## src/dfa_pkg.sv

```systemverilog
// Package for the full-address DMA channel: register map, field layout, types
package dfa_pkg;

  // ==========================================================================
  // Register map (byte addresses on the APB)
  // ==========================================================================
  localparam logic [7:0] OFF_SRC    = 8'h00;
  localparam logic [7:0] OFF_DST    = 8'h04;
  localparam logic [7:0] OFF_CNT_A  = 8'h08;
  localparam logic [7:0] OFF_CNT_B  = 8'h0c;
  localparam logic [7:0] OFF_CTL_A  = 8'h10;
  localparam logic [7:0] OFF_CTL_B  = 8'h14;
  localparam logic [7:0] OFF_STATUS = 8'h18;

  // ==========================================================================
  // Field positions
  // ==========================================================================
  localparam int CA_ENABLE  = 7;
  localparam int CA_WORD    = 6;
  localparam int CA_SDIR    = 5;
  localparam int CA_SSTEP   = 4;
  localparam int CA_IRQ_EN  = 3;
  localparam int CA_ACT_HI  = 2;
  localparam int CA_ACT_MID = 1;
  localparam int CA_BLOCK   = 0;
  localparam int CB_MASTER  = 7;
  localparam int CB_DDIR    = 5;
  localparam int CB_DSTEP   = 4;
  localparam int CB_AREA    = 3;
  localparam int CB_ACT_LSB = 0;

  // ==========================================================================
  // Constants
  // ==========================================================================
  localparam logic [7:0]  CTL_RESET   = 8'h00;
  localparam logic [7:0]  TOP_BYTE    = 8'hff;
  localparam logic [15:0] CNT16_ZERO  = 16'h0000;
  localparam logic [7:0]  CNT8_ZERO   = 8'h00;
  localparam logic [15:0] CNT16_ONE   = 16'h0001;
  localparam logic [7:0]  CNT8_ONE    = 8'h01;
  localparam logic [23:0] STEP_BYTE   = 24'h000001;
  localparam logic [23:0] STEP_WORD   = 24'h000002;
  localparam logic [2:0]  ACT_BURST   = 3'h0;
  localparam logic [2:0]  ACT_STEAL   = 3'h2;
  localparam logic [2:0]  ACT_LEVEL   = 3'h7;

  typedef enum logic [1:0] {
    ST_IDLE  = 2'b00,
    ST_READ  = 2'b01,
    ST_WRITE = 2'b10,
    ST_STEP  = 2'b11
  } dfa_state_t;

  // APB request bundle
  typedef struct packed {
    logic        psel;
    logic        penable;
    logic        pwrite;
    logic [7:0]  paddr;
    logic [31:0] pwdata;
  } dfa_apb_req_t;

  // System bus master request bundle
  typedef struct packed {
    logic        req;
    logic        write;
    logic        word;
    logic [31:0] addr;
    logic [15:0] wdata;
  } dfa_bus_req_t;

endpackage : dfa_pkg

```

## src/dfa_channel.sv

```systemverilog
// Full-address DMA channel: APB registers, transfer engine and bus master
// ============================================================================
// Functional notes
// Full address mode only when both upper activation-select bits of control A are 1
// Source address register feeds reads, destination address register feeds writes
// Top address byte ignores writes and always reads all ones
// Reset and standby never initialise address or count registers
// Fixed peripheral address register is never used for transfers
// Normal mode: count A decrements per transfer, ends at zero, count B unused
// Block mode: count A high byte counts block, reloads from low byte at zero
// Block mode: count B decrements per block, whole transfer ends at zero
// Channel enabled only when channel enable and master enable are both 1
// Auto-request starts at once, otherwise wait for a transfer request
// Channel enable self-clears on completion; requests ignored while it is 0
// Enable bit set only by a write following a read that saw it 0
// Transfer-end interrupt on enable clear when interrupt enable bit is 1
// Source address fixed, or stepped up/down by 1 or 2 after each transfer
// Control A bit 0 selects normal (0) or block transfer mode (1)
// Software loads equal block size into both count A bytes for repeat
// Control A resets to zero on reset and on standby entry
// Interrupt from NMI clears master enable, suspending; setting it again resumes
// Destination address fixed, or stepped up/down by 1 or 2 after each transfer
// Block mode: control B bit 3 picks destination (0) or source (1) block area
// Each transfer reads source then writes destination before any update
// ============================================================================
module dfa_channel (
  input  wire logic                  pclk,
  input  wire logic                  presetn,
  input  wire logic                  pclk_en,
  input  wire logic                  psel,
  input  wire logic                  penable,
  input  wire logic                  pwrite,
  input  wire logic [7:0]            paddr,
  input  wire logic [31:0]           pwdata,
  output logic      [31:0]           prdata,
  output logic                       pready,
  output logic                       pslverr,
  input  wire logic                  standby,
  input  wire logic                  nmi,
  input  wire logic                  transfer_request,
  output dfa_pkg::dfa_bus_req_t      bus_req,
  input  wire logic                  bus_ack,
  input  wire logic [15:0]           bus_rdata,
  output logic                       transfer_end_interrupt,
  output logic                       busy
);

  // ==========================================================================
  // State
  // ==========================================================================
  typedef struct packed {
    dfa_pkg::dfa_state_t state;
    logic [23:0] src;
    logic [23:0] dst;
    logic [15:0] cnt_a;
    logic [15:0] cnt_b;
    logic [7:0]  ctl_a;
    logic [7:0]  ctl_b;
    logic        arm_a;
    logic        arm_b;
    logic        mid_block;
    logic [23:0] blk_start;
    logic        req_d;
    logic        req_pend;
    logic        irq;
    logic [31:0] prdata;
    logic        pslverr;
    dfa_pkg::dfa_bus_req_t bus;
  } dfa_regs_t;

  // One state word: st_nxt is built whole, st_r registers it
  dfa_regs_t              st_r;
  dfa_regs_t              st_nxt;
  dfa_pkg::dfa_apb_req_t  apb;

  assign apb = '{psel: psel, penable: penable, pwrite: pwrite, paddr: paddr, pwdata: pwdata};

  // ==========================================================================
  // Helpers
  // ==========================================================================
  // Any other offset answers with pslverr
  function automatic logic reg_valid(input logic [7:0] a);
    reg_valid = (a == dfa_pkg::OFF_SRC)   || (a == dfa_pkg::OFF_DST)   ||
                (a == dfa_pkg::OFF_CNT_A) || (a == dfa_pkg::OFF_CNT_B) ||
                (a == dfa_pkg::OFF_CTL_A) || (a == dfa_pkg::OFF_CTL_B) ||
                (a == dfa_pkg::OFF_STATUS);
  endfunction

  // Stored addresses are 24 bits; the top byte is a constant
  function automatic logic [23:0] step_addr(input logic [23:0] a, input logic en,
                                            input logic dir, input logic word);
    logic [23:0] d;
    d = word ? dfa_pkg::STEP_WORD : dfa_pkg::STEP_BYTE;
    if (!en) begin
      step_addr = a;
    end else if (dir) begin
      step_addr = a - d;
    end else begin
      step_addr = a + d;
    end
  endfunction

  // ==========================================================================
  // Decoded control
  // ==========================================================================
  logic       full_mode;
  logic       enabled;
  logic       block_mode;
  logic [2:0] act_code;
  logic       auto_req;
  logic       level_req;
  logic       req_edge;
  logic       req_hit;
  logic       apb_acc;
  logic       apb_setup;

  always_comb begin
    full_mode  = st_r.ctl_a[dfa_pkg::CA_ACT_HI] & st_r.ctl_a[dfa_pkg::CA_ACT_MID];
    enabled    = full_mode & st_r.ctl_a[dfa_pkg::CA_ENABLE]
                 & st_r.ctl_b[dfa_pkg::CB_MASTER];
    block_mode = st_r.ctl_a[dfa_pkg::CA_BLOCK];
    act_code   = st_r.ctl_b[dfa_pkg::CB_ACT_LSB +: 3];
    // Block mode ignores the code: every block needs an edge
    auto_req   = !block_mode && ((act_code == dfa_pkg::ACT_BURST) ||
                                 (act_code == dfa_pkg::ACT_STEAL));
    level_req  = !block_mode && (act_code == dfa_pkg::ACT_LEVEL);
    // Edge register resets low, like the idle request pin
    req_edge   = transfer_request & ~st_r.req_d;
    req_hit    = level_req ? transfer_request : st_r.req_pend;
    // pready is tied high, so each access phase is one cycle
    apb_setup  = apb.psel & ~apb.penable;
    apb_acc    = apb.psel & apb.penable;
  end

  // ==========================================================================
  // Next-state logic
  // ==========================================================================
  always_comb begin
    logic        start;
    logic        consume;
    logic        finished;
    logic        blk_done;
    logic [7:0]  hi_dec;
    logic [15:0] cnt_dec;
    logic [7:0]  wr_ctl;
    logic        old_en;
    start    = 1'b0;
    consume  = 1'b0;
    finished = 1'b0;
    blk_done = 1'b0;
    hi_dec   = 8'h00;
    cnt_dec  = 16'h0000;
    wr_ctl   = 8'h00;
    old_en   = st_r.ctl_a[dfa_pkg::CA_ENABLE];
    st_nxt   = st_r;
    st_nxt.irq   = 1'b0;
    st_nxt.req_d = transfer_request;

    // Transfer engine
    unique case (st_r.state)
      dfa_pkg::ST_IDLE: begin
        // A suspended block restarts without a new request
        start = enabled && (auto_req || req_hit || st_r.mid_block);
        if (start) begin
          consume = !auto_req && !st_r.mid_block;
          if (block_mode && !st_r.mid_block) begin
            st_nxt.mid_block = 1'b1;
            st_nxt.blk_start = st_r.ctl_b[dfa_pkg::CB_AREA] ? st_r.src : st_r.dst;
          end
          // Source feeds the read; the fixed peripheral address has no path here
          st_nxt.bus.req   = 1'b1;
          st_nxt.bus.write = 1'b0;
          st_nxt.bus.word  = st_r.ctl_a[dfa_pkg::CA_WORD];
          st_nxt.bus.addr  = {dfa_pkg::TOP_BYTE, st_r.src};
          st_nxt.state     = dfa_pkg::ST_READ;
        end
      end

      dfa_pkg::ST_READ: begin
        // Read word goes straight out as write data
        if (bus_ack) begin
          st_nxt.bus.write = 1'b1;
          st_nxt.bus.addr  = {dfa_pkg::TOP_BYTE, st_r.dst};
          st_nxt.bus.wdata = bus_rdata;
          st_nxt.state     = dfa_pkg::ST_WRITE;
        end
      end

      dfa_pkg::ST_WRITE: begin
        // Bus released for the single update cycle
        if (bus_ack) begin
          st_nxt.bus.req   = 1'b0;
          st_nxt.bus.write = 1'b0;
          st_nxt.state     = dfa_pkg::ST_STEP;
        end
      end

      dfa_pkg::ST_STEP: begin
        // Both addresses step by the size set in control A
        st_nxt.src = step_addr(st_r.src, st_r.ctl_a[dfa_pkg::CA_SSTEP],
                               st_r.ctl_a[dfa_pkg::CA_SDIR],
                               st_r.ctl_a[dfa_pkg::CA_WORD]);
        st_nxt.dst = step_addr(st_r.dst, st_r.ctl_b[dfa_pkg::CB_DSTEP],
                               st_r.ctl_b[dfa_pkg::CB_DDIR],
                               st_r.ctl_a[dfa_pkg::CA_WORD]);
        if (block_mode) begin
          hi_dec = st_r.cnt_a[15:8] - dfa_pkg::CNT8_ONE;
          st_nxt.cnt_a[15:8] = hi_dec;
          // A block size of zero wraps and moves 256 units
          if (hi_dec == dfa_pkg::CNT8_ZERO) begin
            blk_done = 1'b1;
            st_nxt.cnt_a[15:8] = st_r.cnt_a[7:0];
            cnt_dec = st_r.cnt_b - dfa_pkg::CNT16_ONE;
            st_nxt.cnt_b = cnt_dec;
            finished = (cnt_dec == dfa_pkg::CNT16_ZERO);
            // Block area restarts at its first address for the next block
            if (st_r.ctl_b[dfa_pkg::CB_AREA]) begin
              st_nxt.src = st_r.blk_start;
            end else begin
              st_nxt.dst = st_r.blk_start;
            end
          end
        end else begin
          cnt_dec = st_r.cnt_a - dfa_pkg::CNT16_ONE;
          st_nxt.cnt_a = cnt_dec;
          finished = (cnt_dec == dfa_pkg::CNT16_ZERO);
        end
        if (blk_done) begin
          st_nxt.mid_block = 1'b0;
        end
        if (finished) begin
          st_nxt.ctl_a[dfa_pkg::CA_ENABLE] = 1'b0;
          st_nxt.mid_block = 1'b0;
        end
        // Burst keeps the bus; steal and requested modes give one idle cycle
        if (!finished && enabled && ((block_mode && !blk_done) ||
            (!block_mode && act_code == dfa_pkg::ACT_BURST))) begin
          st_nxt.bus.req   = 1'b1;
          st_nxt.bus.word  = st_r.ctl_a[dfa_pkg::CA_WORD];
          st_nxt.bus.addr  = {dfa_pkg::TOP_BYTE, st_nxt.src};
          st_nxt.state     = dfa_pkg::ST_READ;
        end else begin
          st_nxt.state     = dfa_pkg::ST_IDLE;
        end
      end
    endcase

    // Request latch; a new edge in the consuming cycle is kept
    st_nxt.req_pend = st_r.ctl_a[dfa_pkg::CA_ENABLE]
                      & (req_edge | (st_r.req_pend & ~consume));

    // APB setup: registered read data and error
    if (apb_setup) begin
      st_nxt.pslverr = !reg_valid(apb.paddr);
      st_nxt.prdata  = 32'h00000000;
      if (!apb.pwrite) begin
        unique case (apb.paddr)
          dfa_pkg::OFF_SRC:    st_nxt.prdata = {dfa_pkg::TOP_BYTE, st_r.src};
          dfa_pkg::OFF_DST:    st_nxt.prdata = {dfa_pkg::TOP_BYTE, st_r.dst};
          dfa_pkg::OFF_CNT_A:  st_nxt.prdata = {16'h0000, st_r.cnt_a};
          dfa_pkg::OFF_CNT_B:  st_nxt.prdata = {16'h0000, st_r.cnt_b};
          dfa_pkg::OFF_CTL_A:  st_nxt.prdata = {24'h000000, st_r.ctl_a};
          dfa_pkg::OFF_CTL_B:  st_nxt.prdata = {24'h000000, st_r.ctl_b};
          dfa_pkg::OFF_STATUS: st_nxt.prdata = {26'h0000000, st_r.state,
                                                st_r.mid_block, st_r.req_pend,
                                                full_mode, enabled};
          default:             st_nxt.prdata = 32'h00000000;
        endcase
      end
    end

    // APB access: side effects and writes
    if (apb_acc && !st_r.pslverr) begin
      if (!apb.pwrite) begin
        if (apb.paddr == dfa_pkg::OFF_CTL_A && !st_r.ctl_a[dfa_pkg::CA_ENABLE]) begin
          st_nxt.arm_a = 1'b1;
        end
        if (apb.paddr == dfa_pkg::OFF_CTL_B && !st_r.ctl_b[dfa_pkg::CB_MASTER]) begin
          st_nxt.arm_b = 1'b1;
        end
      end else begin
        unique case (apb.paddr)
          dfa_pkg::OFF_SRC:   st_nxt.src   = apb.pwdata[23:0];
          dfa_pkg::OFF_DST:   st_nxt.dst   = apb.pwdata[23:0];
          dfa_pkg::OFF_CNT_A: st_nxt.cnt_a = apb.pwdata[15:0];
          dfa_pkg::OFF_CNT_B: st_nxt.cnt_b = apb.pwdata[15:0];
          dfa_pkg::OFF_CTL_A: begin
            wr_ctl = apb.pwdata[7:0];
            if (wr_ctl[dfa_pkg::CA_ENABLE] && !st_r.ctl_a[dfa_pkg::CA_ENABLE]
                && !st_r.arm_a) begin
              wr_ctl[dfa_pkg::CA_ENABLE] = 1'b0;
            end
            st_nxt.ctl_a = wr_ctl;
            st_nxt.arm_a = 1'b0;
            // Clearing enable abandons a block in progress
            if (!wr_ctl[dfa_pkg::CA_ENABLE]) begin
              st_nxt.mid_block = 1'b0;
            end
          end
          dfa_pkg::OFF_CTL_B: begin
            wr_ctl = apb.pwdata[7:0];
            if (wr_ctl[dfa_pkg::CB_MASTER] && !st_r.ctl_b[dfa_pkg::CB_MASTER]
                && !st_r.arm_b) begin
              wr_ctl[dfa_pkg::CB_MASTER] = 1'b0;
            end
            st_nxt.ctl_b = wr_ctl;
            st_nxt.arm_b = 1'b0;
          end
          default: ;
        endcase
      end
    end

    // NMI suspends; the block position is kept so a later set resumes it
    if (nmi) begin
      st_nxt.ctl_b[dfa_pkg::CB_MASTER] = 1'b0;
      st_nxt.arm_b = 1'b0;
    end

    // Standby clears control, block position and pending request; addresses and counts keep their contents
    if (standby) begin
      st_nxt.ctl_a     = dfa_pkg::CTL_RESET;
      st_nxt.ctl_b     = dfa_pkg::CTL_RESET;
      st_nxt.arm_a     = 1'b0;
      st_nxt.arm_b     = 1'b0;
      st_nxt.mid_block = 1'b0;
      st_nxt.req_pend  = 1'b0;
    end

    // A fall of the enable bit, by hardware or software, raises the end event when the new interrupt enable bit is 1
    st_nxt.irq = old_en & ~st_nxt.ctl_a[dfa_pkg::CA_ENABLE]
                 & st_nxt.ctl_a[dfa_pkg::CA_IRQ_EN];
  end

  // ==========================================================================
  // Registers
  // ==========================================================================
  // Address and count fields get no reset value on purpose
  // Clock enable low freezes every field, APB capture too
  always_ff @(posedge pclk or negedge presetn) begin
    if (!presetn) begin
      st_r.state     <= dfa_pkg::ST_IDLE;
      st_r.ctl_a     <= dfa_pkg::CTL_RESET;
      st_r.ctl_b     <= dfa_pkg::CTL_RESET;
      st_r.arm_a     <= 1'b0;
      st_r.arm_b     <= 1'b0;
      st_r.mid_block <= 1'b0;
      st_r.req_d     <= 1'b0;
      st_r.req_pend  <= 1'b0;
      st_r.irq       <= 1'b0;
      st_r.prdata    <= 32'h00000000;
      st_r.pslverr   <= 1'b0;
      st_r.bus       <= '0;
    end else if (pclk_en) begin
      st_r <= st_nxt;
    end
  end

  // ==========================================================================
  // Outputs
  // ==========================================================================
  // Zero wait states; slave error shows only in the access phase
  assign prdata                 = st_r.prdata;
  assign pslverr                = st_r.pslverr & apb_acc;
  assign pready                 = 1'b1;
  assign bus_req                = st_r.bus;
  assign transfer_end_interrupt = st_r.irq;
  assign busy                   = (st_r.state != dfa_pkg::ST_IDLE);

endmodule // dfa_channel

```

## config.mk

```make
export PLATFORM = sky130hd
export DESIGN_NAME = dfa_channel
export DESIGN_NICKNAME = d
export VERILOG_FILES = /design/src/dfa_pkg.sv /design/src/dfa_channel.sv
export SDC_FILE = /design/constraint.sdc
export NUM_CORES = 1
export LEC_CHECK = 0
export BUFFER_PORTS_ARGS = -buffer_cell sky130_fd_sc_hd__buf_2
export CORE_MARGIN = 2
export CORE_UTILIZATION = 48
export CTS_CLUSTER_DIAMETER = 60
export DETAILED_ROUTE_END_ITERATION = 7
export PLACE_DENSITY = 0.7
export REMOVE_ABC_BUFFERS = 1
export SLEW_MARGIN = 20
export SYNTH_ARGS = -nofsm -noshare
export SYNTH_HDL_FRONTEND = slang
export SYNTH_SLANG_ARGS = --single-unit
```

## constraint.sdc

```tcl
create_clock -name pclk -period 11.95 [get_ports pclk]
set_clock_uncertainty 0.2 [all_clocks]
set_input_delay 1.195 -clock pclk [delete_from_list [all_inputs] [get_ports pclk]]
set_output_delay 1.195 -clock pclk [all_outputs]
set_load 0.03 [all_outputs]
```

======== Yosys cells after proc, flatten, opt, wreduce, memory -nomap -nowiden ========
Index checks and enable logic that the tools add are counted.
operators by class
  muxes and demuxes ....................... 74
  bitwise gates (word level) .............. 16
  reductions and logical operators ........ 71
  equal/unequal tests ..................... 17
  add/sub/neg operators ................... 7
operators with widths
  kind                                                                    count
  24-bit two-way mux                                                      11
  32-bit one-hot mux with 7 select lines                                  1
  99-bit two-way mux                                                      1
  48-bit two-way mux                                                      2
  96-bit two-way mux                                                      1
  32-bit one-hot mux with 3 select lines                                  1
  81-bit two-way mux                                                      1
  16-bit two-way mux                                                      4
  56-bit two-way mux                                                      1
  25-bit two-way mux                                                      2
  35-bit two-way mux                                                      1
  33-bit two-way mux                                                      1
  16-bit zero test                                                        2
  32-bit two-way mux                                                      1
  8-bit two-way mux                                                       4
  16-bit by 1-bit subtractor with 16-bit output (second input constant)   2
  1-bit two-way mux                                                       30
  4-bit AND reduction                                                     7
  24-bit by 2-bit adder with 24-bit output                                1
  24-bit adder                                                            1
  8-bit by 5-bit equality test with 1-bit output (second input constant)  3
  24-bit by 2-bit subtractor with 24-bit output                           1
  24-bit subtractor                                                       1
  3-bit nonzero test                                                      7
  other kinds (29)                                                        98
word-level totals
  output and inout bits ................... 87
  register bits after elaboration ......... 212
  logic and storage cells ................. 208
  input port bits ......................... 66

======== Depth between registers and ports, before layout ========
  depth in word-level cells ............... 17
  mapped depth ............................ 14
  mapped depth without buffers ............ 13

======== Worst setup path after synthesis ========
Ideal clock, no wire load.
  path kind ............................... input-to-reg
  start point ............................. in pclk_en
  end point ............................... reg st_r[100] (netlist bit) (enable)
  buffers on the path ..................... 1
  arrival time ............................ 6039 ps
  slack ................................... 5236 ps
  stages on the path ...................... 3
  setup time .............................. 474 ps
  required time ........................... 11276 ps
  cell sequence ........................... clkbuf_1 -> and2_1 -> nor4b_1
between the ends
  word-level cells in the longest chain between the ends .. 1
RTL lines
  item                                  line                text
  start: declaration                    dfa_channel.sv:29   input wire logic pclk_en,
  5-bit AND reduction (no source line)  --
  end signal: assignment                dfa_channel.sv:355  st_r <= st_nxt;
  end: declaration                      dfa_channel.sv:72   dfa_regs_t st_r;
No other way between the ends.
A chain may end at the register's enable or synchronous reset.

==> results.toml <==
[worst_hold_path]
hold_class = "register to register"
holdPathStages = 2

[logic_synthesis]
post_synth.cell_area_avg_sq_um = 8.92
yosys.area.top_type_share = 0.218
synth_edf_count = 104
ys_seq_area_frac = 0.383
yosys-top-cells-count = "185 x nand2_1, 153 x o21ai_0, 151 x a21oi_1"
synth_flop_cell = "edfxtp_1"
yosysWarnings = 0
synthTopCellsByArea = "edfxtp_1 22%, dfrtp_1 16%, o21ai_0 5.4%"
synth_cells = 1604
synth_area_sq_mm = 0.0143
ys_ff_latch = 198
synth_cell_types = 80
yosysMostFrequentCell = "nand2_1"
synth_top_cell_by_area = "edfxtp_1"
async_flop_share = 0.475

[sta]
finalSetupViolations = 0
worst_slew_pin_slew_ns = 1.10
drv_slew = 0
fin_crit_sh = 0.355
max-slew-margin-rel = 0.267
period_minus_slack_ns = 4.24
finalHoldViolations = 0
tns_ns = 0
rsz0062_at_grt = "no"
fmax_mhz = 236

[worst_setup_path]
crit_buf_inv = 2
cp-start-kind = "register"
required_ns = 12.07
cp.arrival_ns = 4.36
crit_slowest_cell = "a21oi_1"
crit_cells = 11
end_kind = "register"
path_delay_family = "simple AND/OR/NAND/NOR gates"
crit_path_max_fanout = 21
crit_type = "register to register"
cpPeakStageDelay_ns = 0.71
crit_top_cell = "a21oi_1"
r2r_cells = 11
crit_chain = "inv_1 > ha_1 > xnor2_1 > and2_1 > and3_1 > nand2b_1 > a21oi_1 > buf_4 > o21ai_0 > a21oi_1 > a21o_1"

[power_and_ir_drop]
ir_drop_mv = 0.175
power_leakage_nw = 6.07
power_mw = 2.37
p_per_area_mw_per_mm2 = 155

[die]
core-area_sq_mm = 0.0295
die_w_microns = 177
start_util = 0.485
die_h_microns = 177
pin_count = 153
dieArea_sq_mm = 0.0312
rows = 63

[clocking]
cts.htree.levels = 4
cts.sinks = 198
clockRootBuffer = "clkbuf_16"
cts_made_buffers = 17
postCtsSetupBuffers = 0
cts_resized = 0
postCtsHoldBufs = 0
tritoncts = "done"
clk_latency_ns = 0.45
path_clk_slew_ns = 0.08
clk_path_buf_depth = 2

[detailed_routing]
drcViolationCount = 0
drtIter0Drc = 1307
wl_microns = 42300
drt_pass1_iterations = 6
antenna_left = 0
via_count = 12544
wire_per_inst_microns = 21.0
routed_via_density = 6.22

[place]
dp_hpwl_microns = 29000
gp_congestion = 0.928
portBuffers = 143

[outcome]
status = "completed"

[cells_and_area]
final_layout_size_suffix_gt1_frac = 0.170
nets = 1740
num_antenna_cells = 0
syn2layout_area_growth_pct = 7.13

[global_route]
grt_pass1_wl_microns = 65500
antenna_found_initial = 0
grt_max_degree = 75
grt.total_usage = 0.271
overflow = 0
grt_pass1_vias = 11807

[flow_run]
cap_violations = 0
## layer usage
layer  vias to the layer above  global-route usage  part of all wire  wire length, microns
li1                       5833                   -                 -                     -
met1                      6097               0.365              0.42                 17800
met2                       538               0.437              0.47                 20000
met3                        76              0.0536             0.082                  3490
met4                         0              0.0940             0.025                  1080
met5                         -                   0                 0                     0
## stage by stage
stage | cell area [sq um] | util | setup slack [ns] | hold slack [ns] | instances
3_3_place_gp | 14700 | 0.499 | 7.86 | 0.257 | 1985
6_report | 15300 | 0.520 | 7.71 | 0.279 | 2017
4_1_cts | 15300 | 0.519 | 7.80 | 0.286 | 2017
2_1_floorplan | 13300 | - | 5.54 | 0.250 | 1431
5_1_grt | 15300 | 0.520 | 7.46 | 0.314 | 2017
3_5_place_dp | 14700 | 0.499 | 7.86 | 0.270 | 1985
## layout make-up
cell class | count | area, sq um
fill | 2749 | 14200
multi-input combinational | 1193 | 7730
sequential | 198 | 5480
timing repair buffer | 164 | 876
tap | 390 | 488
clock buffer | 19 | 464
inverter | 40 | 150
clock inverter | 13 | 136
## power breakdown
part           total (mW)  internal, mW  switching [mW]
sequential          0.931         0.841          0.0898
clock               0.608         0.312           0.296
combinational       0.834         0.283           0.551
## worst min-delay path, cell delays in order, from the launching register on
cell and delay [ns]:
dfrtp_1 0.34, nand2_1 0.04, o21ai_0 0.06
## registers in the layout (all words and copies together) (netlist names)
signal / count
st_r: 124
bus_req: 44
prdata: 25
act_code: 3
block_mode: 1
transfer_end_interrupt: 1
## kinds of logic after synthesis
group | after synthesis | share of synthesized area
compound gates | 492 | 0.211
simple gates | 491 | 0.158
buf+inv | 213 | 0.0789
flops | 198 | 0.383
mux | 88 | 0.0780
xor+xnor | 61 | 0.0374
fa+ha+maj | 60 | 0.0535
other cells | 1 | 0.000262
## worst paths after layout
path,slack (ns),from,endpoint
hold reg to reg,0.28,prdata[1]$_DFFE_PN0P_,prdata[1]$_DFFE_PN0P_
setup / recovery,7.71,st_r[154]$_DFFE_PP_,st_r[172]$_DFFE_PP_
setup reg to reg,7.71,st_r[154]$_DFFE_PP_,st_r[172]$_DFFE_PP_
hold / removal,0.28,prdata[1]$_DFFE_PN0P_,prdata[1]$_DFFE_PN0P_
max in group asynchronous,9.84,presetn,bus_req[33]$_DFFE_PN0P_
min in group asynchronous,0.44,presetn,st_r[210]$_DFFE_PN0P_
## cells in the final DEF, fill, tap and decap left out, drive strengths merged, types with 5 or more instances in the layout
cell,n
or3,15
nor2b,12
nor3b,9
inv,45
nand4,7
nand3,30
xor2,21
a31oi,24
buf,164
nor2,138
edfxtp,104
a211o,5
nor4,15
nand3b,7
clkbuf,19
ha,58
a21oi,151
a22oi,7
nand2,185
o31ai,7
o21a,8
mux4,14
and2,10
and3,14
a21o,23
dfrtp,94
o22ai,15
xnor2,40
o21ai,155
nand2b,12
o211ai,12
mux2,44
nor3,23
a211oi,19
a221oi,22
mux2i,30
(Power assumes the default switching activity.)
